File: config.mk
export PLATFORM = sky130hd
export DESIGN_NAME = atr_task_file
export DESIGN_NICKNAME = d
export VERILOG_FILES = /design/src/atr_pkg.sv /design/src/atr_busy_timer.sv /design/src/atr_task_file.sv
export SDC_FILE = /design/constraint.sdc
export NUM_CORES = 1
export LEC_CHECK = 0
export BUFFER_PORTS_ARGS = -buffer_cell sky130_fd_sc_hd__buf_2
export CORE_MARGIN = 1.5
export CORE_UTILIZATION = 49
export DETAILED_ROUTE_END_ITERATION = 10
export GPL_ROUTABILITY_DRIVEN = 0
export PLACE_DENSITY = 0.76
export SLEW_MARGIN = 20
export SYNTH_ARGS = -nofsm -noshare
export SYNTH_HDL_FRONTEND = slang
export SYNTH_SLANG_ARGS = --single-unit
File: constraint.sdc
create_clock -name clk_sys -period 1.9 [get_ports clk_sys]
set_input_delay 0.38 -clock clk_sys [delete_from_list [all_inputs] [get_ports clk_sys]]
set_output_delay 0.38 -clock clk_sys [all_outputs]
set_load 0.01 [all_outputs]
File: src/atr_pkg.sv
// Package with task-file offsets, field positions, timing and carrier types
package atr_pkg;
	localparam int CLK_MHZ = 100;
	localparam int BUSY_SET_NS = 400;
	localparam int BUSY_SET_CYC = (BUSY_SET_NS * CLK_MHZ) / 1000;
	localparam int WRITE_BUSY_US = 5;
	localparam int WRITE_BUSY_CYC = WRITE_BUSY_US * CLK_MHZ;
	localparam int RESET_BUSY_S = 31;
	localparam longint RESET_BUSY_CYC = longint'(RESET_BUSY_S) * 64'd100000000;
	localparam logic [2:0] OFS_FEATURE = 3'h1;
	localparam logic [2:0] OFS_COUNT = 3'h2;
	localparam logic [2:0] OFS_SECTOR = 3'h3;
	localparam logic [2:0] OFS_TRACK_LO = 3'h4;
	localparam logic [2:0] OFS_TRACK_HI = 3'h5;
	localparam logic [2:0] OFS_UNIT_HEAD = 3'h6;
	localparam logic [2:0] OFS_CMD_STAT = 3'h7;
	localparam logic [2:0] OFS_CTRL = 3'h6;
	localparam logic [2:0] OFS_HEAD_RB = 3'h7;
	localparam int POS_LBA_MODE = 6;
	localparam int POS_UNIT_SEL = 4;
	localparam int POS_SOFT_RESET = 2;
	localparam int POS_INT_EN_N = 1;
	localparam int POS_BUSY = 7;
	localparam int POS_READY = 6;
	localparam int POS_WFAULT = 5;
	localparam int POS_SEEK = 4;
	localparam int POS_XFER_REQ = 3;
	localparam int POS_CORRECTED_ERROR_FLAG = 2;
	localparam int POS_INDEX = 1;
	localparam int POS_ERR = 0;
	localparam int POS_FLOAT_BIT = 7;
	localparam logic [7:0] RST_UNIT_HEAD = 8'hA0;
	localparam logic [7:0] RST_COUNT = 8'h01;
	localparam logic [7:0] RST_SECTOR = 8'h01;
	localparam logic [7:0] RST_CTRL = 8'h00;
	localparam logic [8:0] FULL_COUNT = 9'h100;

	typedef struct packed {
		logic [7:0] count;
		logic [7:0] sector;
		logic [7:0] trackLo;
		logic [7:0] trackHi;
		logic [3:0] head;
	} atr_addr_s;

	typedef struct packed {
		logic ready;
		logic writeFault;
		logic seekDone;
		logic xferReq;
		logic corrected;
		logic err;
	} atr_cond_s;

	// Commands whose busy must rise within the short command delay
	function automatic logic isFastBusyCmd(input logic [7:0] code);
		logic r;
		r = 1'b0;
		if (code[7:4] == 4'h1 || code[7:4] == 4'h7)
			r = 1'b1;
		if (code == 8'h20 || code == 8'h21 || code == 8'h22 || code == 8'h23)
			r = 1'b1;
		if (code == 8'h40 || code == 8'h41 || code == 8'h91 || code == 8'h90)
			r = 1'b1;
		if (code == 8'hE4 || code == 8'hEC)
			r = 1'b1;
		return r;
	endfunction
endpackage

File: src/atr_busy_timer.sv
// Busy timer: raises busy after a request and holds it until released or until the requested span runs out
`timescale 1ns/100ps
`default_nettype none
module atr_busy_timer #(
	parameter int CNT_W = 32
) (
	input wire logic clk_sys,
	input wire logic sys_rst,
	input wire logic clkEn,
	input wire logic start,
	input wire logic [CNT_W-1:0] holdCycles,
	input wire logic release_,
	output logic busy
);
	logic [CNT_W-1:0] remain;

	always_ff @(posedge clk_sys)
	begin
		if (sys_rst)
		begin
			busy <= 1'b0;
			remain <= '0;
		end
		else if (clkEn)
		begin
			if (start)
			begin
				busy <= 1'b1;
				remain <= holdCycles;
			end
			else if (release_ || (busy && remain == '0))
			begin
				busy <= 1'b0;
			end
			else if (busy)
			begin
				remain <= remain - 1'b1;
			end
		end
	end
endmodule
`default_nettype wire

File: src/atr_task_file.sv
// Task-file register block of an AT-attachment solid-state drive
// How it works
// - A transfer count of zero means 256 sectors, else that many.
// - At completion the count is zero on success, else sectors left.
// - In LBA mode start sector holds address bits 0-7, updated at completion.
// - Low track register holds cylinder low or address bits 8-15.
// - High track register holds cylinder high or address bits 16-23.
// - Unit/head bit 6 picks CHS (0) or LBA (1) addressing.
// - Respond as unit zero when bit 4 is 0; a 1 is ignored.
// - Low four unit/head bits give head or address bits 24-27.
// - Reading primary status while interrupt pending acknowledges it.
// - Other status bits are valid once busy clears; host ignores them meanwhile.
// - During busy, any command-block read except offset 0 returns status.
// - Busy rises within 400 ns of reset or soft reset, may last 31 s.
// - Busy rises within 400 ns of listed non-write commands.
// - Busy rises within 5 us after a host write data block.
// - On error ready, fault, seek flags freeze until status is read.
// - Writing a command code at offset 7 starts execution.
// - Alternate status mirrors status and never acknowledges interrupts.
// - Soft-reset bit 2 holds the device in reset until cleared.
// - Interrupt pin driven only if selected and enable-low bit 1 is 0.
// - Head readback gives inverted head in bits 5-2, bit 0 low if unit zero.
// - A new command aborts one in progress and starts itself.
`timescale 1ns/100ps
`default_nettype none
module atr_task_file #(
	parameter longint RESET_BUSY_CYCLES = atr_pkg::RESET_BUSY_CYC
) (
	input wire logic clk_sys,
	input wire logic sys_rst,
	input wire logic clkEn,
	input wire logic hostResetPin_n,
	input wire logic command_block_select_n,
	input wire logic control_block_select_n,
	input wire logic [2:0] regAddr,
	input wire logic readStrobe_n,
	input wire logic writeStrobe_n,
	input wire logic [7:0] dataIn,
	output logic [7:0] dataOut,
	output logic [7:0] dataOutEn_n,
	output logic intrqOut,
	output logic intrqOutEn_n,
	output logic [7:0] featureSelect,
	output logic [7:0] cmdCode,
	output logic cmdStart,
	output logic cmdAbort,
	output logic lbaMode,
	output logic [8:0] requestedSectors,
	output atr_pkg::atr_addr_s startAddr,
	output logic deviceInReset,
	output logic busy_flag,
	input wire logic dataBlockDone,
	input wire logic cmdDone,
	input wire logic cmdFailed,
	input wire logic raiseIrq,
	input wire logic resetDone,
	input wire atr_pkg::atr_addr_s doneAddr,
	input wire atr_pkg::atr_cond_s liveCond
);
	import atr_pkg::*;

	logic [2:0] syncCs1, syncCs3, syncRd, syncWr, syncRstPin;
	logic [2:0] addrMeta, addrSync;
	logic [7:0] dataMeta, dataSync;
	logic cs1, cs3, rdEdge, wrEdge, rstPinRise;
	logic [7:0] count, sector, trackLo, trackHi, unitHead, ctrl;
	logic irqPending, frozen;
	atr_cond_s heldCond, shownCond;
	logic [7:0] statusByte, next_dataOut, next_dataOutEn_n;
	logic srstPrev, resetStart, cmdStartBusy, writeBusy, timerStart;
	logic [31:0] holdCycles;
	logic unitZero, softReset, hostRst;

	// Pin inputs: two flops, then an edge-detect stage on the settled copy
	always_ff @(posedge clk_sys)
	begin
		if (sys_rst)
		begin
			syncCs1 <= 3'h7;
			syncCs3 <= 3'h7;
			syncRd <= 3'h7;
			syncWr <= 3'h7;
			syncRstPin <= 3'h7;
			addrMeta <= 3'h0;
			addrSync <= 3'h0;
			dataMeta <= 8'h00;
			dataSync <= 8'h00;
		end
		else if (clkEn)
		begin
			syncCs1 <= {syncCs1[1:0], command_block_select_n};
			syncCs3 <= {syncCs3[1:0], control_block_select_n};
			syncRd <= {syncRd[1:0], readStrobe_n};
			syncWr <= {syncWr[1:0], writeStrobe_n};
			syncRstPin <= {syncRstPin[1:0], hostResetPin_n};
			addrMeta <= regAddr;
			addrSync <= addrMeta;
			dataMeta <= dataIn;
			dataSync <= dataMeta;
		end
	end

	assign cs1 = !syncCs1[1];
	assign cs3 = !syncCs3[1];
	assign rdEdge = syncRd[2] && !syncRd[1];
	assign wrEdge = syncWr[2] && !syncWr[1];
	assign rstPinRise = !syncRstPin[2] && syncRstPin[1];
	assign hostRst = !syncRstPin[1];
	assign softReset = ctrl[POS_SOFT_RESET];
	assign unitZero = !unitHead[POS_UNIT_SEL];
	assign lbaMode = unitHead[POS_LBA_MODE];
	assign deviceInReset = hostRst || softReset;

	// Control block register
	always_ff @(posedge clk_sys)
	begin
		if (sys_rst || hostRst)
			ctrl <= RST_CTRL;
		else if (clkEn && wrEdge && cs3 && !cs1 && addrSync == OFS_CTRL)
			ctrl <= dataSync;
	end

	// Command block registers; host writes refused while busy
	always_ff @(posedge clk_sys)
	begin
		if (sys_rst || deviceInReset)
		begin
			featureSelect <= 8'h00;
			count <= RST_COUNT;
			sector <= RST_SECTOR;
			trackLo <= 8'h00;
			trackHi <= 8'h00;
			unitHead <= RST_UNIT_HEAD;
		end
		else if (clkEn)
		begin
			if (cmdDone)
			begin
				count <= doneAddr.count;
				sector <= doneAddr.sector;
				trackLo <= doneAddr.trackLo;
				trackHi <= doneAddr.trackHi;
				unitHead[3:0] <= doneAddr.head;
			end
			else if (wrEdge && cs1 && !cs3 && !busy_flag)
			begin
				unique case (addrSync)
					OFS_FEATURE: featureSelect <= dataSync;
					OFS_COUNT: count <= dataSync;
					OFS_SECTOR: sector <= dataSync;
					OFS_TRACK_LO: trackLo <= dataSync;
					OFS_TRACK_HI: trackHi <= dataSync;
					OFS_UNIT_HEAD: unitHead <= dataSync;
					default: ;
				endcase
			end
		end
	end

	assign requestedSectors = (count == 8'h00) ? FULL_COUNT : {1'b0, count};

	always_comb
	begin
		startAddr.count = count;
		startAddr.sector = sector;
		startAddr.trackLo = trackLo;
		startAddr.trackHi = trackHi;
		startAddr.head = unitHead[3:0];
	end

	// Command issue: a new code aborts whatever runs
	always_ff @(posedge clk_sys)
	begin
		if (sys_rst || deviceInReset)
		begin
			cmdCode <= 8'h00;
			cmdStart <= 1'b0;
			cmdAbort <= 1'b0;
		end
		else if (clkEn)
		begin
			cmdStart <= 1'b0;
			cmdAbort <= 1'b0;
			if (wrEdge && cs1 && !cs3 && addrSync == OFS_CMD_STAT && unitZero)
			begin
				cmdCode <= dataSync;
				cmdStart <= 1'b1;
				cmdAbort <= busy_flag;
			end
		end
	end

	// Busy sources
	always_ff @(posedge clk_sys)
	begin
		if (sys_rst)
			srstPrev <= 1'b0;
		else if (clkEn)
			srstPrev <= softReset;
	end

	assign resetStart = rstPinRise || (softReset && !srstPrev);
	assign cmdStartBusy = cmdStart && isFastBusyCmd(cmdCode);
	assign writeBusy = dataBlockDone;
	assign timerStart = resetStart || cmdStartBusy || writeBusy || (cmdStart && !isFastBusyCmd(cmdCode));
	assign holdCycles = resetStart ? 32'(RESET_BUSY_CYCLES) : 32'hFFFFFFFF;

	atr_busy_timer #(
		.CNT_W(32)
	) busyTimer (
		.clk_sys(clk_sys),
		.sys_rst(sys_rst),
		.clkEn(clkEn),
		.start(timerStart),
		.holdCycles(holdCycles),
		.release_((resetDone && !deviceInReset) || cmdDone),
		.busy(busy_flag)
	);

	// Interrupt pending: set wins over an acknowledge in the same cycle
	always_ff @(posedge clk_sys)
	begin
		if (sys_rst || deviceInReset)
			irqPending <= 1'b0;
		else if (clkEn)
		begin
			if (raiseIrq)
				irqPending <= 1'b1;
			else if (rdEdge && cs1 && !cs3 && addrSync == OFS_CMD_STAT)
				irqPending <= 1'b0;
		end
	end

	// Error freeze of ready, fault and seek flags
	always_ff @(posedge clk_sys)
	begin
		if (sys_rst || deviceInReset)
		begin
			frozen <= 1'b0;
			heldCond <= '0;
		end
		else if (clkEn)
		begin
			if (cmdDone && cmdFailed)
			begin
				frozen <= 1'b1;
				heldCond <= liveCond;
			end
			else if (rdEdge && cs1 && !cs3 && addrSync == OFS_CMD_STAT)
				frozen <= 1'b0;
			if (cmdDone)
				heldCond.err <= cmdFailed;
		end
	end

	always_comb
	begin
		shownCond = liveCond;
		shownCond.err = heldCond.err;
		if (frozen)
		begin
			shownCond.ready = heldCond.ready;
			shownCond.writeFault = heldCond.writeFault;
			shownCond.seekDone = heldCond.seekDone;
		end
		if (deviceInReset)
			shownCond.ready = 1'b0;
		statusByte = 8'h00;
		statusByte[POS_BUSY] = busy_flag;
		statusByte[POS_READY] = shownCond.ready && !busy_flag;
		statusByte[POS_WFAULT] = shownCond.writeFault && !busy_flag;
		statusByte[POS_SEEK] = shownCond.seekDone && !busy_flag;
		statusByte[POS_XFER_REQ] = shownCond.xferReq && !busy_flag;
		statusByte[POS_CORRECTED_ERROR_FLAG] = shownCond.corrected && !busy_flag;
		statusByte[POS_INDEX] = 1'b0;
		statusByte[POS_ERR] = shownCond.err && !busy_flag;
	end

	// Read data path
	always_comb
	begin
		next_dataOut = 8'h00;
		next_dataOutEn_n = 8'hFF;
		if (!syncRd[1] && cs1 && !cs3 && addrSync != 3'h0 && unitZero)
		begin
			next_dataOutEn_n = 8'h00;
			if (busy_flag)
				next_dataOut = statusByte;
			else
			begin
				unique case (addrSync)
					OFS_COUNT: next_dataOut = count;
					OFS_SECTOR: next_dataOut = sector;
					OFS_TRACK_LO: next_dataOut = trackLo;
					OFS_TRACK_HI: next_dataOut = trackHi;
					OFS_UNIT_HEAD: next_dataOut = unitHead;
					OFS_CMD_STAT: next_dataOut = statusByte;
					default: next_dataOut = 8'h00;
				endcase
			end
		end
		else if (!syncRd[1] && cs3 && !cs1 && addrSync == OFS_CTRL)
		begin
			next_dataOutEn_n = 8'h00;
			next_dataOut = statusByte;
		end
		else if (!syncRd[1] && cs3 && !cs1 && addrSync == OFS_HEAD_RB)
		begin
			next_dataOutEn_n = 8'h00;
			next_dataOutEn_n[POS_FLOAT_BIT] = 1'b1;
			next_dataOut = {2'b01, ~unitHead[3:0], 1'b1, !unitZero};
		end
	end

	always_ff @(posedge clk_sys)
	begin
		if (sys_rst)
		begin
			dataOut <= 8'h00;
			dataOutEn_n <= 8'hFF;
		end
		// Snapshot at the start of a read, held while the strobe stays low,
		// so an acknowledge or freeze release cannot change the byte mid-read
		else if (clkEn && (syncRd[1] || rdEdge))
		begin
			dataOut <= next_dataOut;
			dataOutEn_n <= next_dataOutEn_n;
		end
	end

	// Interrupt pin: tristated unless selected and enabled
	always_ff @(posedge clk_sys)
	begin
		if (sys_rst)
		begin
			intrqOut <= 1'b0;
			intrqOutEn_n <= 1'b1;
		end
		else if (clkEn)
		begin
			intrqOut <= irqPending;
			intrqOutEn_n <= !(unitZero && !ctrl[POS_INT_EN_N]);
		end
	end
endmodule
`default_nettype wire

==> results_tabular.tex, run 1 <==
\begin{tabular}{lr}
\hline
Metric & Value \\
\hline
\multicolumn{2}{l}{\textbf{Setup path}} \\
\quad Setup Crit Path Kind & reg -> reg \\
\quad Critical path endpoint category & flip-flop \\
\quad CP startpoint & busyTimer.remain[0]\$\_SDFFE\_PP0P\_ \\
\quad Logic depth of the worst register-to-register path & 11 \\
\quad Max Fanout on Critical Path & 6 \\
\quad Logic depth of the worst setup path including buffers & 11 \\
\quad Worst reg2reg path endpoint & busyTimer.remain[3]\$\_SDFFE\_PP0P\_ \\
\quad Register-to-register setup slack & -0.20 ns \\
\quad Launching element type of the critical path & flip-flop \\
\quad Slowest cell delay on critical path & 0.36 ns \\
\quad Arrival time of the worst setup path & 2.40 ns \\
\quad Cells along the critical path & inv\_2, ha\_4, nor3b\_4, nand4\_1, o31a\_1, buf\_6, o21ai\_4, buf\_12, buf\_8, a211o\_1, a21oi\_2 \\
\quad CP delay by family, top & compound AO/OA/AOI/OAI gates \\
\quad Crit Reg-Reg Startpoint & busyTimer.remain[0]\$\_SDFFE\_PP0P\_ \\
\quad Worst path required time & 2.20 ns \\
\quad Slowest-stage cell, CP & o31a\_1 \\
\quad Sum of buffers and inverters on the critical path & 4 \\
\quad Worst setup path endpoint & busyTimer.remain[3]\$\_SDFFE\_PP0P\_ \\
\multicolumn{2}{l}{\textbf{Hold path}} \\
\quad Hold/Removal Path Class & in -> reg \\
\multicolumn{2}{l}{\textbf{Pwr}} \\
\quad Power per Cell Area & 848 nW/um\^{}2 \\
\quad Lkg Pwr & 4.17 nW \\
\quad VDD IR max & 0.889 mV \\
\quad Sum of internal, switching and leakage power & 0.00832 W \\
\multicolumn{2}{l}{\textbf{Logic synthesis}} \\
\quad Distinct cell type count of the synthesized netlist & 66 \\
\quad Most frequent cell after synthesis & dfxtp\_1 \\
\quad Number of synthesized flops with an enable pin & 0 \\
\quad Sequential element share of the synthesized area & 42.2\% \\
\quad Gate Count Post-Synth & 812 \\
\quad Largest cells by area after synthesis & dfxtp\_1, mux2i\_1, nor2\_1, a21oi\_1, a211oi\_1 \\
\quad Most common flop cell mapped by yosys & dfxtp\_1 \\
\quad Most frequent cells after synthesis & dfxtp\_1, nor2\_1, a21oi\_1 \\
\quad Area of the mapped netlist & 6970 sq um \\
\quad Post-synth ARST share & 0\% \\
\quad Yosys warning total & 0 \\
\quad Net count after synthesis & 879 \\
\quad Cell type with the highest aggregate area in the netlist & dfxtp\_1 \\
\quad Post-Syn Area per Cell & 8.58 sq um \\
\quad Total of flip-flops plus latches after synthesis & 147 \\
\quad Fraction of post-synthesis cell area in the top cell type by area & 42.2\% \\
\multicolumn{2}{l}{\textbf{Global route}} \\
\quad Overflow after GRT & 0 \\
\quad Wire length of the first global-routing pass & 35.2 mm \\
\quad Pin count of the biggest net entering global routing & 84 \\
\quad Number of global-route vias before repair & 6948 \\
\quad Total GRT Usage & 30.1\% \\
\quad Antenna violations before repair & 1 \\
\multicolumn{2}{l}{\textbf{Placement}} \\
\quad Setup Slack @ Placement & -0.231 ns \\
\quad Final HPWL from detailed placement & 14.6 mm \\
\quad Port bufs & 148 \\
\multicolumn{2}{l}{\textbf{Finish}} \\
\quad Flip-flop count of the largest register after layout & 32 \\
\quad Nets & 1114 \\
\quad Number of fill cells & 1003 \\
\quad Area delta synth->final & 40.8\% \\
\quad Total inserted antenna cells & 0 \\
\quad Register containing the most flip-flops in the final layout & busyTimer.remain \\
\quad Fraction of layout instances using a drive strength above 1 & 39.2\% \\
\multicolumn{2}{l}{\textbf{Detailed routing}} \\
\quad Drt via density & 5.87 \\
\quad Detailed-route DRC error count & 0 \\
\quad Number of nets with antenna violations after routing & 0 \\
\quad Sum of routed wire length over all layers & 22.7 mm \\
\quad Avg WL per Cell & 18.3 um \\
\quad Via Count & 7266 \\
\quad DR iter-0 viols & 604 \\
\quad DR pass1 iterations & 5 \\
\multicolumn{2}{l}{\textbf{STA}} \\
\quad Max Slew Vio Count & 0 \\
\quad Period Utilization, post-route & 111\% \\
\quad Worst Tran Pin Value & 0.575 ns \\
\quad Finish-stage setup viols & 39 \\
\quad Unrepaired setup endpoints after global routing & true \\
\quad Final Critical Period & 2.10 ns \\
\quad Headroom to the max-slew limit & 61.6\% \\
\quad Largest clock skew in the final design & 0.00774 ns \\
\quad Max Clk Rate & 476 MHz \\
\quad Number of hold violations in the final report & 0 \\
\quad Final worst-path setup slack & -0.202 ns \\
\multicolumn{2}{l}{\textbf{CTS}} \\
\quad CTS Buffer Depth & 2 \\
\quad Number of H-tree levels & 4 \\
\quad Clk pin slew, worst setup/hold paths & 0.06 ns \\
\quad TritonCTS sink count & 147 \\
\quad Root buf cell & clkbuf\_16 \\
\quad Hold buffers post-CTS & 0 \\
\quad Number of buffers added by the clock tree synthesis step & 17 \\
\quad Worst skew pair latency & 0.42 ns \\
\quad CTS tree & built \\
\multicolumn{2}{l}{\textbf{Run status}} \\
\quad Failing checks & setup timing \\
\quad Status & finished, violations left \\
\multicolumn{2}{l}{\textbf{Floorplanning}} \\
\quad Starting density of the core & 50.2\% \\
\quad Core Rows & 43 \\
\quad Chip Width & 122 um \\
\quad Die extent in y & 122 um \\
\quad Standard cell core area & 13900 sq um \\
\quad Die area & 14900 sq um \\
\quad I/O Pins & 150 \\
\multicolumn{2}{l}{\textbf{Run}} \\
\quad MaxCap Viol Count & 0 \\
\hline
\end{tabular}
per-layer routing:
layer | track usage [%] | routed length [um] | part of all wire [%]
met1 | 37.3 | 9090 | 40
met2 | 50.2 | 11100 | 49
met3 | 8.64 | 1960 | 8.6
met4 | 10.4 | 591 | 2.6
met5 | 0 | 11 | 0.048
cell usage in the layout (no fill, tap or decap), types with 6 or more instances in the layout:
| cell | netlist | final |
|---|---|---|
| mux2i_1 | 54 | 53 |
| nand3_1 | 9 | 7 |
| xor2_1 | 10 | 10 |
| a211o_1 | 18 | 18 |
| a31oi_1 | 11 | 11 |
| or3_1 | 10 | 7 |
| a21oi_2 | 0 | 9 |
| nor2b_1 | 20 | 20 |
| inv_1 | 10 | 7 |
| nor2_1 | 130 | 122 |
| dfxtp_2 | 0 | 13 |
| a211oi_2 | 0 | 10 |
| nand4_1 | 7 | 7 |
| dfxtp_1 | 147 | 131 |
| buf_6 | 2 | 12 |
| o21ai_0 | 13 | 12 |
| a211oi_1 | 37 | 27 |
| nand2b_1 | 16 | 15 |
| buf_4 | 15 | 117 |
| buf_2 | 6 | 148 |
| nor3_1 | 25 | 23 |
| clkbuf_16 | 0 | 17 |
| a221oi_1 | 7 | 6 |
| nand2_1 | 28 | 28 |
| a21oi_1 | 90 | 80 |
| buf_12 | 0 | 9 |
logic make-up after synthesis:
family	Yosys count	synth area share (%)
flip-flops	147	42.2
adder cells (fa/ha/maj)	1	0.180
XOR/XNOR	13	1.63
buffers and inverters	84	5.66
AO/OA/AOI/OAI	225	21.6
multiplexers	57	8.24
AND/OR/NAND/NOR	285	20.5
stage by stage:
stage | hold WS [ns] | utilization, % | area [sq um] | setup TNS, ns | cells
floorplan | 0.427 | - | 7050 | -0.573 | 812
CTS | 0.164 | 68.7 | 9530 | -3.03 | 1231
detailed placement | 0.448 | 61.7 | 8560 | -5.33 | 1180
global placement | 0.438 | 61.7 | 8560 | -1.82 | 1180
finish | 0.173 | 70.7 | 9810 | -4.45 | 1238
global route | 0.175 | 70.7 | 9810 | -8.08 | 1238
what timing repair did:
action,4_1_cts,5_1_grt
endpoints found under the setup margin,51,88
resized for setup,44,59
setup buffers,19,7
pin swaps,50,29
endpoints found under the hold margin,0,0
cloned,3,1
worst min path at each step:
| stage | start | to | slack [ns] | cells after the start |
|---|---|---|---|---|
| 2_1_floorplan | syncWr[0]$_SDFFE_PP1P_ | syncWr[1]$_SDFFE_PP1P_ | 0.43 | 1 |
| 3_3_place_gp | dataOut[5]$_SDFFE_PP0P_ | dataOut[5]$_SDFFE_PP0P_ | 0.44 | 2 |
| 3_5_place_dp | syncWr[0]$_SDFFE_PP1P_ | syncWr[1]$_SDFFE_PP1P_ | 0.45 | 1 |
| 4_1_cts | readStrobe_n | syncRd[0]$_SDFFE_PP1P_ | 0.16 | 2 |
| 5_1_grt | readStrobe_n | syncRd[0]$_SDFFE_PP1P_ | 0.18 | 2 |
| 6_report | readStrobe_n | syncRd[0]$_SDFFE_PP1P_ | 0.17 | 2 |
final cells by class:
cell class	count	area (sq um)	area share (%)
multi-input cells	581	3990	40.7
flip-flops and latches	147	2970	30.3
inverters	11	45.0	0.459
well taps	180	225	2.30
clock inverters	9	133	1.35
repair buffers	289	1990	20.3
clock buffers	21	450	4.59
power breakdown:
group	total (W)	internal (W)	switching [W]	leakage [nW]
Combinational	0.00154	0.000728	0.000814	2.69
Clock	0.00336	0.00208	0.00128	0.279
Sequential	0.00341	0.00325	0.000161	1.21
Note: power is estimated with default switching activity, not from simulation.
==> run 2: changes to the inputs <==
--- a/config.mk
+++ b/config.mk
@@ -7,11 +7,11 @@
 export LEC_CHECK = 0
 export BUFFER_PORTS_ARGS = -buffer_cell sky130_fd_sc_hd__buf_2
 export CORE_MARGIN = 1.5
-export CORE_UTILIZATION = 49
+export CORE_UTILIZATION = 30
 export DETAILED_ROUTE_END_ITERATION = 10
 export GPL_ROUTABILITY_DRIVEN = 0
-export PLACE_DENSITY = 0.76
 export SLEW_MARGIN = 20
 export SYNTH_ARGS = -nofsm -noshare
 export SYNTH_HDL_FRONTEND = slang
+export SYNTH_HIERARCHICAL = 1
 export SYNTH_SLANG_ARGS = --single-unit
==> results_tabular.tex, run 2 <==
\begin{tabular}{lr}
\hline
Metric & Value \\
\hline
\multicolumn{2}{l}{\textbf{Detailed routing}} \\
\quad DR pass1 iterations & 5 \\
\quad Drt via density & 5.27 \\
\quad Avg WL per Cell & 18.4 um \\
\quad Sum of routed wire length over all layers & 28.1 mm \\
\quad DR iter-0 viols & 565 \\
\quad Number of nets with antenna violations after routing & 0 \\
\quad Detailed-route DRC error count & 0 \\
\quad Via Count & 8059 \\
\multicolumn{2}{l}{\textbf{Finish}} \\
\quad Leading cell types in the layout, fill and taps excluded & buf\_4, buf\_2, dfxtp\_1 \\
\quad Final cell area excluding filler cells & 11200 sq um \\
\quad Post-Route Utilization & 44.3\% \\
\quad Area of combinational cells with multiple inputs & 4890 sq um \\
\quad Non-Filler Instances & 1529 \\
\quad Area delta synth->final & 45.3\% \\
\quad Fraction of layout instances using a drive strength above 1 & 41.0\% \\
\quad Register containing the most flip-flops in the final layout & busyTimer/remain \\
\quad Flip-flop count of the largest register after layout & 32 \\
\quad Total area of sequential cells & 2970 sq um \\
\quad Nets & 1253 \\
\quad Total inserted antenna cells & 0 \\
\quad Leading cell type in the layout, fill and taps excluded & buf\_4 \\
\quad Number of fill cells & 2471 \\
\multicolumn{2}{l}{\textbf{Setup path}} \\
\quad Critical path endpoint category & flip-flop \\
\quad Arrival time of the worst setup path & 2.39 ns \\
\quad CP startpoint & busyTimer/remain[12]\$\_SDFFE\_PP0P\_ \\
\quad Launching element type of the critical path & flip-flop \\
\quad Crit Reg-Reg Startpoint & busyTimer/remain[12]\$\_SDFFE\_PP0P\_ \\
\quad Max Fanout on Critical Path & 4 \\
\quad Worst path required time & 2.21 ns \\
\quad Setup Crit Path Kind & reg -> reg \\
\multicolumn{2}{l}{\textbf{Floorplanning}} \\
\quad Die area & 26600 sq um \\
\quad I/O Pins & 150 \\
\quad Starting density of the core & 30.5\% \\
\quad Chip Width & 163 um \\
\quad Core Rows & 58 \\
\quad Standard cell core area & 25200 sq um \\
\quad Die extent in y & 163 um \\
\multicolumn{2}{l}{\textbf{Pwr}} \\
\quad Internal portion of total power & 0.00593 W \\
\quad Net Switching & 0.00284 W \\
\quad Flop pwr share & 38.8\% \\
\quad Sw Ratio & 32.4\% \\
\quad Share of power burned in the clock network & 38.3\% \\
\quad Power per Cell Area & 786 nW/um\^{}2 \\
\quad Logic gate share of total power & 23.0\% \\
\quad Lkg Pwr & 4.73 nW \\
\quad VDD IR max & 0.740 mV \\
\multicolumn{2}{l}{\textbf{Global route}} \\
\quad Number of global-route vias before repair & 7729 \\
\quad Antenna violations before repair & 1 \\
\quad Pin count of the biggest net entering global routing & 34 \\
\quad Overflow after GRT & 0 \\
\quad Total GRT Usage & 21.0\% \\
\quad Wire length of the first global-routing pass & 43.1 mm \\
\multicolumn{2}{l}{\textbf{Run status}} \\
\quad Status & finished, violations left \\
\quad Failing checks & setup timing \\
\multicolumn{2}{l}{\textbf{Logic synthesis}} \\
\quad Most frequent cells after synthesis & dfxtp\_1, nor2\_1, mux2i\_1 \\
\quad Post-synth ARST share & 0\% \\
\quad Fraction of post-synthesis cell area in the top cell type by area & 38.3\% \\
\quad Sequential element share of the synthesized area & 38.3\% \\
\quad Most common flop cell mapped by yosys & dfxtp\_1 \\
\quad Total of flip-flops plus latches after synthesis & 147 \\
\quad Distinct cell type count of the synthesized netlist & 80 \\
\quad Area of the mapped netlist & 7680 sq um \\
\quad Number of synthesized flops with an enable pin & 0 \\
\quad Yosys warning total & 6 \\
\quad Post-Syn Area per Cell & 8.46 sq um \\
\quad Gate Count Post-Synth & 908 \\
\quad Cell type with the highest aggregate area in the netlist & dfxtp\_1 \\
\quad Largest cells by area after synthesis & dfxtp\_1, mux2i\_1, nor2\_1, a21oi\_1, a211oi\_1 \\
\quad Most frequent cell after synthesis & dfxtp\_1 \\
\multicolumn{2}{l}{\textbf{Placement}} \\
\quad Placement-stage cell area & 9980 sq um \\
\quad Placed instance count & 1472 \\
\quad Final HPWL from detailed placement & 20.1 mm \\
\quad Setup Slack @ Placement & -0.170 ns \\
\quad Port bufs & 148 \\
\multicolumn{2}{l}{\textbf{STA}} \\
\quad Period Utilization, post-route & 109\% \\
\quad Unrepaired setup endpoints after global routing & true \\
\quad Final worst-path setup slack & -0.180 ns \\
\quad Number of hold violations in the final report & 0 \\
\quad Max Slew Vio Count & 0 \\
\quad Finish-stage setup viols & 33 \\
\quad Largest clock skew in the final design & 0.0158 ns \\
\quad Max Clk Rate & 481 MHz \\
\quad Final Critical Period & 2.08 ns \\
\multicolumn{2}{l}{\textbf{Run}} \\
\quad MaxCap Viol Count & 0 \\
\multicolumn{2}{l}{\textbf{Hold path}} \\
\quad Worst hold path startpoint & hostResetPin\_n \\
\quad Hold/Removal Path Class & in -> reg \\
\multicolumn{2}{l}{\textbf{CTS}} \\
\quad Root buf cell & clkbuf\_16 \\
\quad CTS Buffer Depth & 2 \\
\quad TritonCTS sink count & 147 \\
\quad Number of H-tree levels & 4 \\
\quad Number of buffers added by the clock tree synthesis step & 17 \\
\quad CTS tree & built \\
\quad Worst skew pair latency & 0.44 ns \\
\quad Clk pin slew, worst setup/hold paths & 0.07 ns \\
\hline
\end{tabular}
## run 2: changes by cell type after synthesis, moves of 10 or more
cell / change
a211o_1: -16
a21oi_1: -21
clkbuf_1: +11
inv_1: +10
mux2i_1: +19
nand2_1: +29
nand3_1: +14
nand4_1: +12
xor2_1: -10
## run 2: path summary, 6_finish.rpt
kind,end,slack [ns],cells past startpoint
setup / recovery,busyTimer/remain[29]$_SDFFE_PP0P_,-0.18,6
hold / removal,syncRstPin[0]$_SDFFE_PP1P_,0.17,3
setup reg to reg,busyTimer/remain[29]$_SDFFE_PP0P_,-0.18,6
hold reg to reg,dataOut[5]$_SDFFE_PP0P_,0.45,2
## run 2: critical path, cell delays in order, from the launching register on
cell and delay, ns:
dfxtp_2 0.32, or4_4 0.56, or4_4 0.50, buf_12 0.16
nor4_4 0.17, a31o_2 0.20, a21oi_2 0.05
## run 2: cell families after synthesis
kind of cell	after synthesis	synth area share (%)
compound gates	236	21.6
buf+inv	104	5.91
simple gates	341	23.7
fa+ha+maj	1	0.163
other cells	1	0.0488
flops	147	38.3
mux	78	10.2
## run 2: what timing repair did
item | in CTS | in global routing
hold buffers | 0 | 0
cloned | 3 | 0
pin swaps | 32 | 27
buffers inserted | 10 | 13
gates resized for setup | 42 | 47
endpoints found under the setup margin | 41 | 53
## run 2: power by group through the flow
stage	Combinational [W]	Clock [W]	Sequential, W
global route	0.00215	0.00353	0.00342
CTS	0.00189	0.00339	0.00339
finish	0.00202	0.00335	0.00340
global placement	0.00176	0	0.00346
detailed placement	0.00177	0	0.00346
floorplan	0.000978	0	0.00347
## run 2: area by class of cell
class                           count  share of cell area (%)
Timing Repair Buffer              326                    20.0
Sequential cell                   147                    26.6
Clock buffer                       18                    3.85
Tap cell                          330                    3.70
Multi-Input combinational cell    673                    43.9
Inverter                           21                   0.729
Clock inverter                     14                    1.28
## run 2: metal layers
metal | GRT usage, % | routed length (um)
met5 | 0 | 15
met4 | 8.01 | 823
met3 | 4.61 | 1670
met2 | 34.4 | 13500
met1 | 26.8 | 12100
## run 2: per-stage QoR
step                power, W  hold WS (ns)  TNS [ns]
global route         0.00910         0.169     -5.39
detailed placement   0.00524         0.447     -2.78
global placement     0.00522         0.441     -2.20
CTS                  0.00867         0.166     -2.64
floorplan            0.00445         0.437    -0.825
finish               0.00877         0.174     -2.81
